File: src/core/bsim_regs.svh
// register offsets, field positions, reset values and function codes
// for the brake sequencer and input allocator; definitions only
`ifndef BSIM_REGS_SVH
`define BSIM_REGS_SVH

// apb byte offsets
`define BSIM_OFF_SON_DLY 8'h00
`define BSIM_OFF_FLOW 8'h04
`define BSIM_OFF_WSPEED 8'h08
`define BSIM_OFF_WTIME 8'h0C
`define BSIM_OFF_MAP_LO 8'h10
`define BSIM_OFF_MAP_HI 8'h14
`define BSIM_OFF_CTRL 8'h18
`define BSIM_OFF_STAT 8'h1C

// control register fields
`define BSIM_CTRL_RESTART 0
`define BSIM_CTRL_BK_ASSIGNED 1

// status register fields
`define BSIM_STAT_BRAKE 0
`define BSIM_STAT_EXCITE 1
`define BSIM_STAT_SERVO_ON 2
`define BSIM_STAT_MAP_PEND 3

// reset values
`define BSIM_RST_SON_DLY 16'h0000
`define BSIM_RST_FLOW 1'b0
`define BSIM_RST_WSPEED 16'h0064
`define BSIM_RST_WTIME 16'h01F4
`define BSIM_RST_MAP_LO 16'h3210
`define BSIM_RST_MAP_HI 16'hFFF4
`define BSIM_RST_BK_ASSIGNED 1'b1

// input function codes
`define BSIM_FN_SERVO_ON 4'h0
`define BSIM_FN_PROP_CTRL 4'h1
`define BSIM_FN_FWD_OT 4'h2
`define BSIM_FN_REV_OT 4'h3
`define BSIM_FN_ALM_RST 4'h4

// control cycle: 1 ms at 50 MHz
`define BSIM_CTRL_PERIOD_NS 1000000
`define BSIM_CLK_PERIOD_NS 20
`define BSIM_TICK_CYCLES (`BSIM_CTRL_PERIOD_NS / `BSIM_CLK_PERIOD_NS)

`endif

File: src/core/bsim_pkg.sv
// types shared by the brake sequencer and input allocator
// assumes the constants header is included by users that need numbers
package bsim_pkg;
	// brake sequencer states
	typedef enum logic [2:0] {
		ST_OFF,
		ST_WAIT_EXC,
		ST_WAIT_BRK,
		ST_RUN,
		ST_STOP_WAIT
	} bsim_state_t;
endpackage

File: src/core/bsim_brake_seq.sv
// holding-brake sequencer with input port function allocator, apb slave
// assumes in_pins are asynchronous; motor_speed comes from the mclk domain
//
// Contract
// - positive servo-on delay: release brake first, excite after the delay
// - negative servo-on delay: excite first, release brake after the delay
// - standard wait flow: brake and excitation drop together at servo-off
// - after servo-off, brake when motor speed falls below the wait speed
// - after servo-off, brake when elapsed time exceeds the wait time
// - after servo-off, brake on whichever of speed or time comes first
// - one hex digit per input port, two four-digit settings, eight ports
// - codes: 0 servo-on, 1 prop switch, 2 fwd OT, 3 rev OT, 4 alarm reset
// - new input mapping applies only after restart; running map unchanged
// - brake timing applies only when a brake output is assigned
//
// The address map and the APB register port were left to the implementer.
`timescale 1ns/1ps
`include "bsim_regs.svh"

module bsim_brake_seq #(
	parameter int TICK_CYCLES = `BSIM_TICK_CYCLES
) (
	// clock, reset, clock enable
	input wire logic mclk,
	input wire logic rst,
	input wire logic ce,
	// apb slave
	input wire logic psel,
	input wire logic penable,
	input wire logic pwrite,
	input wire logic [7:0] paddr,
	input wire logic [31:0] pwdata,
	output logic [31:0] prdata,
	output logic pready,
	output logic pslverr,
	// motor side
	input wire logic [15:0] motor_speed,
	input wire logic [7:0] in_pins,
	output logic motor_excite_out,
	output logic brake_ctrl_out,
	// allocated input functions
	output logic prop_ctrl_switch_in,
	output logic fwd_overtravel_in,
	output logic rev_overtravel_in,
	output logic alarm_reset_in
);
	// or of all ports mapped to one function code
	function automatic logic fn_hit(input logic [31:0] map,
		input logic [7:0] pins, input logic [3:0] code);
		logic hit;
		hit = 1'b0;
		for (int i = 0; i < 8; i++) begin
			if (map[i*4 +: 4] == code && pins[i])
				hit = 1'b1;
		end
		return hit;
	endfunction

	// magnitude of the signed servo-on delay
	function automatic logic [15:0] mag16(input logic [15:0] v);
		return v[15] ? 16'(-v) : v;
	endfunction

	logic [15:0] son_dly_q, son_dly_d, wspeed_q, wspeed_d, wtime_q, wtime_d;
	logic [15:0] map_lo_q, map_lo_d, map_hi_q, map_hi_d;
	logic flow_q, flow_d, bk_asg_q, bk_asg_d;
	logic [31:0] map_q, map_d;
	logic load_q, load_d;
	logic [31:0] prdata_d;
	logic pready_d, pslverr_d;
	logic [7:0] sync1_q, sync2_q;
	logic son_q, son_d, pcs_d, fot_d, rot_d, alm_d;
	logic [31:0] tick_cnt_q, tick_cnt_d;
	logic tick;
	bsim_pkg::bsim_state_t st_q, st_d;
	logic [15:0] tmr_q, tmr_d;
	logic brk_q, brk_d, exc_q, exc_d;
	logic acc, wr, done_wait;

	assign acc = psel && penable && !pready;
	assign wr = acc && pwrite;
	assign tick = (tick_cnt_q == 32'(TICK_CYCLES - 1));
	// speed below threshold or elapsed ticks past the wait time
	assign done_wait = (motor_speed < wspeed_q)
		|| (17'(tmr_q) + 17'h00001 > 17'(wtime_q));

	// apb register file, one wait state per access
	always_comb begin
		son_dly_d = son_dly_q;
		flow_d = flow_q;
		wspeed_d = wspeed_q;
		wtime_d = wtime_q;
		map_lo_d = map_lo_q;
		map_hi_d = map_hi_q;
		bk_asg_d = bk_asg_q;
		load_d = 1'b0;
		prdata_d = 32'h00000000;
		pready_d = acc;
		pslverr_d = 1'b0;
		if (acc) begin
			unique case (paddr)
			`BSIM_OFF_SON_DLY: begin
				if (wr) son_dly_d = pwdata[15:0];
				prdata_d = {16'h0000, son_dly_q};
			end
			`BSIM_OFF_FLOW: begin
				if (wr) flow_d = pwdata[0];
				prdata_d = {31'h00000000, flow_q};
			end
			`BSIM_OFF_WSPEED: begin
				if (wr) wspeed_d = pwdata[15:0];
				prdata_d = {16'h0000, wspeed_q};
			end
			`BSIM_OFF_WTIME: begin
				if (wr) wtime_d = pwdata[15:0];
				prdata_d = {16'h0000, wtime_q};
			end
			`BSIM_OFF_MAP_LO: begin
				if (wr) map_lo_d = pwdata[15:0];
				prdata_d = {16'h0000, map_lo_q};
			end
			`BSIM_OFF_MAP_HI: begin
				if (wr) map_hi_d = pwdata[15:0];
				prdata_d = {16'h0000, map_hi_q};
			end
			`BSIM_OFF_CTRL: begin
				if (wr) begin
					bk_asg_d = pwdata[`BSIM_CTRL_BK_ASSIGNED];
					load_d = pwdata[`BSIM_CTRL_RESTART];
				end
				prdata_d = {30'h00000000, bk_asg_q, 1'b0};
			end
			`BSIM_OFF_STAT: begin
				prdata_d = {28'h0000000,
					(map_q != {map_hi_q, map_lo_q}),
					son_q, exc_q, brk_q};
			end
			default: pslverr_d = 1'b1; // unmapped
			endcase
		end
	end

	// running input map, reloaded only at restart
	always_comb begin
		map_d = load_q ? {map_hi_q, map_lo_q} : map_q;
	end

	// port function decode from synchronised pins
	always_comb begin
		son_d = fn_hit(map_q, sync2_q, `BSIM_FN_SERVO_ON);
		pcs_d = fn_hit(map_q, sync2_q, `BSIM_FN_PROP_CTRL);
		fot_d = fn_hit(map_q, sync2_q, `BSIM_FN_FWD_OT);
		rot_d = fn_hit(map_q, sync2_q, `BSIM_FN_REV_OT);
		alm_d = fn_hit(map_q, sync2_q, `BSIM_FN_ALM_RST);
		tick_cnt_d = tick ? 32'h00000000 : tick_cnt_q + 32'h00000001;
	end

	// brake sequencer
	always_comb begin
		st_d = st_q;
		tmr_d = tmr_q;
		brk_d = brk_q;
		exc_d = exc_q;
		unique case (st_q)
		bsim_pkg::ST_OFF: begin
			tmr_d = 16'h0000;
			if (son_q) begin
				if (!bk_asg_q || son_dly_q == 16'h0000) begin
					brk_d = 1'b1;
					exc_d = 1'b1;
					st_d = bsim_pkg::ST_RUN;
				end else if (!son_dly_q[15]) begin
					brk_d = 1'b1;
					st_d = bsim_pkg::ST_WAIT_EXC;
				end else begin
					exc_d = 1'b1;
					st_d = bsim_pkg::ST_WAIT_BRK;
				end
			end
		end
		bsim_pkg::ST_WAIT_EXC, bsim_pkg::ST_WAIT_BRK: begin
			if (!son_q) begin
				brk_d = 1'b0;
				exc_d = 1'b0;
				st_d = bsim_pkg::ST_OFF;
			end else if (tick) begin
				tmr_d = tmr_q + 16'h0001;
				if (tmr_q + 16'h0001 >= mag16(son_dly_q)) begin
					brk_d = 1'b1;
					exc_d = 1'b1;
					st_d = bsim_pkg::ST_RUN;
				end
			end
		end
		bsim_pkg::ST_RUN: begin
			tmr_d = 16'h0000;
			if (!son_q) begin
				exc_d = 1'b0;
				if (!bk_asg_q || !flow_q) begin
					brk_d = 1'b0;
					st_d = bsim_pkg::ST_OFF;
				end else begin
					st_d = bsim_pkg::ST_STOP_WAIT;
				end
			end
		end
		bsim_pkg::ST_STOP_WAIT: begin
			if (tick) begin
				tmr_d = tmr_q + 16'h0001;
				if (done_wait) begin
					brk_d = 1'b0;
					st_d = bsim_pkg::ST_OFF;
				end
			end
		end
		endcase
	end

	// all state registers, frozen while ce is low
	always_ff @(posedge mclk or posedge rst) begin
		if (rst) begin
			son_dly_q <= `BSIM_RST_SON_DLY;
			flow_q <= `BSIM_RST_FLOW;
			wspeed_q <= `BSIM_RST_WSPEED;
			wtime_q <= `BSIM_RST_WTIME;
			map_lo_q <= `BSIM_RST_MAP_LO;
			map_hi_q <= `BSIM_RST_MAP_HI;
			bk_asg_q <= `BSIM_RST_BK_ASSIGNED;
			map_q <= {`BSIM_RST_MAP_HI, `BSIM_RST_MAP_LO};
			load_q <= 1'b0;
			prdata <= 32'h00000000;
			pready <= 1'b0;
			pslverr <= 1'b0;
			sync1_q <= 8'h00;
			sync2_q <= 8'h00;
			son_q <= 1'b0;
			prop_ctrl_switch_in <= 1'b0;
			fwd_overtravel_in <= 1'b0;
			rev_overtravel_in <= 1'b0;
			alarm_reset_in <= 1'b0;
			tick_cnt_q <= 32'h00000000;
			st_q <= bsim_pkg::ST_OFF;
			tmr_q <= 16'h0000;
			brake_ctrl_out <= 1'b0;
			motor_excite_out <= 1'b0;
		end else if (ce) begin
			son_dly_q <= son_dly_d;
			flow_q <= flow_d;
			wspeed_q <= wspeed_d;
			wtime_q <= wtime_d;
			map_lo_q <= map_lo_d;
			map_hi_q <= map_hi_d;
			bk_asg_q <= bk_asg_d;
			map_q <= map_d;
			load_q <= load_d;
			prdata <= prdata_d;
			pready <= pready_d;
			pslverr <= pslverr_d;
			sync1_q <= in_pins;
			sync2_q <= sync1_q;
			son_q <= son_d;
			prop_ctrl_switch_in <= pcs_d;
			fwd_overtravel_in <= fot_d;
			rev_overtravel_in <= rot_d;
			alarm_reset_in <= alm_d;
			tick_cnt_q <= tick_cnt_d;
			st_q <= st_d;
			tmr_q <= tmr_d;
			brake_ctrl_out <= brk_d;
			motor_excite_out <= exc_d;
		end
	end
	assign brk_q = brake_ctrl_out;
	assign exc_q = motor_excite_out;
endmodule // bsim_brake_seq

File: config.mk
export PLATFORM = sky130hd
export DESIGN_NAME = bsim_brake_seq
export DESIGN_NICKNAME = d
export VERILOG_FILES = /design/src/core/bsim_pkg.sv /design/src/core/bsim_brake_seq.sv
export VERILOG_INCLUDE_DIRS = /design/src /design/src/core
export SDC_FILE = /design/constraint.sdc
export NUM_CORES = 1
export LEC_CHECK = 0
export ABC_AREA = 0
export BUFFER_PORTS_ARGS = -buffer_cell sky130_fd_sc_hd__buf_2
export CAP_MARGIN = 30
export CORE_MARGIN = 10
export CORE_UTILIZATION = 30
export CTS_BUF_LIST = sky130_fd_sc_hd__clkbuf_16
export DETAILED_ROUTE_END_ITERATION = 10
export MAX_ROUTING_LAYER = met4
export PLACE_DENSITY_LB_ADDON = 0.3
export SETUP_SLACK_MARGIN = 0.15
export SLEW_MARGIN = 10
export SYNTH_ARGS = -nofsm -noshare
export SYNTH_HDL_FRONTEND = slang
export SYNTH_SLANG_ARGS = --single-unit
File: constraint.sdc
create_clock -name mclk -period 22.2 [get_ports mclk]
set_input_delay 4.44 -clock mclk [delete_from_list [all_inputs] [get_ports mclk]]
set_output_delay 4.44 -clock mclk [all_outputs]
set_load 0.01 [all_outputs]
==> impl_metrics.tcl <==
set metrics [dict create \
    status "finished clean" \
    first_pass_iters 5 \
    yosys_warnings 0 \
    max_freq_mhz 157.0 \
    hold_viol 0 \
    p_seq_share_pct 43.6 \
    worst_hold_path_type "flop to flop" \
    drt_iter0_markers 633 \
    cts_buffers 25 \
    die_h_microns 217.1 \
    root_buffer "clkbuf_16" \
    internal_power_mw 0.6837 \
    critPathCaptureType "flop" \
    crit_arrival_ns 6.78 \
    drcViolationCount 0 \
    net-switching-power_mw 0.2517 \
    place_inst 1692 \
    wire_per_inst_microns 18.71 \
    track_usage_pct 14.03 \
    postCtsSetupRepairBufs 0 \
    grt_pass1_vias 8906 \
    max_stage_delay_ns 0.70 \
    p_comb_share_pct 11.1 \
    cts_resized 0 \
    path_cells "buf_2 > nor2b_1 > and3_1 > nand2_1 > mux2_2" \
    syn_area_per_cell_sq_um 10.29 \
    synth_edf_count 0 \
    boundaryPins 110 \
    grt_max_degree 78 \
    cp.required_ns 22.61 \
    synth_most_common_cell "dfrtp_1" \
    crit_path_start_kind "primary input" \
    setup_viol 0 \
    fp-row-count 72 \
    synth-seq-area-share_pct 44.92 \
    r2r_end "brake_ctrl_out" \
    synthFlopType "dfrtp_1" \
    clock-skew-final_ns 0.01856 \
    grt_pass1_wl_microns 51630 \
    crit_fanout 17 \
    avgViaCountPerCell 5.049 \
    netlist_area_sq_um 11650 \
    report.final.slew_viol_count 0 \
    cpLargestDelayFamily "simple AND/OR/NAND/NOR gates" \
    swShare_pct 26.91 \
    crit_path_start "paddr[3]" \
    rsz0062_at_grt "no" \
    fin_crit_sh_pct 28.69 \
    finalNonFillerCells 1738 \
    criticalPathCategory "primary input to flop" \
    p_clk_share_pct 45.3 \
    start_util_pct 30.22 \
    dp_hpwl_microns 24380 \
    p_per_area_nw_per_um2 69.82 \
    hold_end "tick_cnt_q[2]" \
    tightest_slew_ns 0.8753 \
    path_buf_inv 1 \
    hold_start "tick_cnt_q[2]" \
    irDropWorstVdd_v 0.00004580 \
    reg2reg_depth 14 \
    io_buffers 77 \
    ys_ff_latch 207 \
    ys_async_sr_fraction_pct 100.0 \
    timing.rr.start "tmr_q[0]" \
    slew_headroom_pct 41.51 \
    ctsHoldBuffers 0 \
    synthTopCellsByArea "dfrtp_1, mux2_2, dfstp_2" \
    coreArea_sq_um 38560 \
    ant_nets 0 \
    cts_tree "done" \
    clkLatencyLatePin_ns 0.54 \
    htree_levels 1 \
    cp_slowest_cell "nand2_1" \
    timing.reg2reg.setup_slack_ns 17.96 \
    die_w_microns 217.1 \
    ys_top_cells_by_count "dfrtp_1, mux2_2, nand2_1" \
    clk_pin_slew_ns 0.06 \
    nets 1321 \
    overflow 0 \
    cts_buffer_depth 3 \
    syn_to_final_growth_pct 14.94 \
    hold_depth 1 \
    drive_gt1_share_pct 25.76 \
    synth_top_area_share_pct 35.00 \
    yosysUniqueCellTypes 76 \
    finalSetupTns_ns 0 \
    post-route-min-period_ns 6.369 \
    routed_wl_microns 32520 \
    timing.max_cap.violations 0 \
    antenna_found_initial 1 \
    die_area_sq_um 47130 \
    p_leak_nw 5.950 \
    synth_top_area_cell "dfrtp_1" \
    cts_sinks 207 \
    synthCells 1133 \
    num_vias 8775 \
    gp_congestion 0.8457 \
]
==> sequential cells by signal, indices dropped and copies added, names as in the netlist, 3 cells and up <==
signal / flops
son_dly_q: 16
map_hi_q: 16
wtime_q: 16
sync2_q: 8
tick_cnt_q: 32
map_lo_q: 16
map_q: 32
prdata: 16
sync1_q: 8
tmr_q: 16
wspeed_q: 16
st_q: 3
==> power by group through the flow <==
stage,combinational [mW],clock [mW],sequential (mW)
floorplan,0.0731,0,0.408
global placement,0.102,0,0.414
detailed placement,0.104,0,0.414
CTS,0.104,0.436,0.407
global route,0.117,0.452,0.410
finish,0.104,0.424,0.408
==> per-stage QoR <==
step | instance area (sq um) | total power, mW | hold slack (ns) | worst slack (ns) | utilization (%)
floorplan | 11710 | 0.4814 | 0.4511 | 12.18 | -
global placement | 12500 | 0.5152 | 0.4751 | 15.04 | 32.41
detailed placement | 12550 | 0.5175 | 0.4743 | 15.26 | 32.54
CTS | 13390 | 0.9476 | 0.4888 | 15.82 | 34.74
global route | 13400 | 0.9792 | 0.5205 | 15.60 | 34.74
finish | 13400 | 0.9353 | 0.4883 | 15.83 | 34.74
==> placed cells by master, fill, tap and decap left out, types with 9 or more instances in the layout <==
cell type  netlist  layout
nor2_1          58      57
dfrtp_1        163     163
xor2_1          33      33
o21ai_0         55      55
buf_4           19       9
mux2_2         113     113
xnor2_1         53      53
nand2_1         78      78
a22oi_1         17      17
nor3_1          11      11
buf_2            4      77
a31oi_1         11      11
a221oi_1        15      15
a21oi_1         49      49
o22ai_1         20      20
o31ai_1         11      11
nand3_1         30      30
nand2b_1        12      12
nor2b_1         11      11
conb_1           1      16
inv_1           72      71
dfstp_2         44      44
clkbuf_16        0      25
nor4_1          19      19
ha_1            50      50
and3_1          11      11
nand4_1         26      26
==> kinds of logic (layout without fill, tap and decap cells) <==
kind of cell	after synthesis	in the layout	synth area share [%]
DFF	207	207	44.92
buffers and inverters	134	205	5.035
other	1	17	0.03218
adders and majority gates	50	50	5.368
and+or+nand+nor	307	307	14.08
xor gates and xnor gates	86	86	6.463
AOI/OAI and AO/OA	230	230	12.65
muxes	118	118	11.46
==> worst max-delay path by stage <==
stage | endpoint | slack [ns] | cells past startpoint
2_1_floorplan | alarm_reset_in | 12.18 | 1
3_3_place_gp | map_lo_q[7] | 15.04 | 6
3_5_place_dp | wspeed_q[4] | 15.26 | 5
4_1_cts | wspeed_q[15] | 15.82 | 5
5_1_grt | wspeed_q[15] | 15.60 | 5
6_report | wspeed_q[15] | 15.83 | 5
==> layout make-up <==
cell class                 instances  area (sq um)
fill                            3979         25160
tap                              518         648.1
multi-input combinational        807          5891
clock buffer                      25         625.6
clock inverter                    20         220.2
antenna                            1         2.502
timing repair buffer              88         495.5
sequential                       207          5235
inverter                          72         277.8
==> layer usage <==
layer,wire length [microns],up-vias,track usage (%)
li1,-,4210,-
met1,15550,4324,19.31
met2,14770,197,21.26
met3,1611,44,2.483
met4,593,0,2.820
met5,0,-,-
==> worst reg2reg max path: stages, from the launching register on <==
cell      delay (ns)
dfrtp_1         0.47
ha_1            0.33
nand4_1         0.20
nor3_2          0.43
and3_1          0.37
nand3_1         0.13
xnor2_1         0.29
ha_1            0.31
nand3_1         0.15
nor2_1          0.07
a221oi_1        0.36
a32oi_1         0.22
o311ai_1        0.44
mux2i_1         0.24
o211ai_1        0.11
Note: power is estimated with default switching activity, not from simulation.
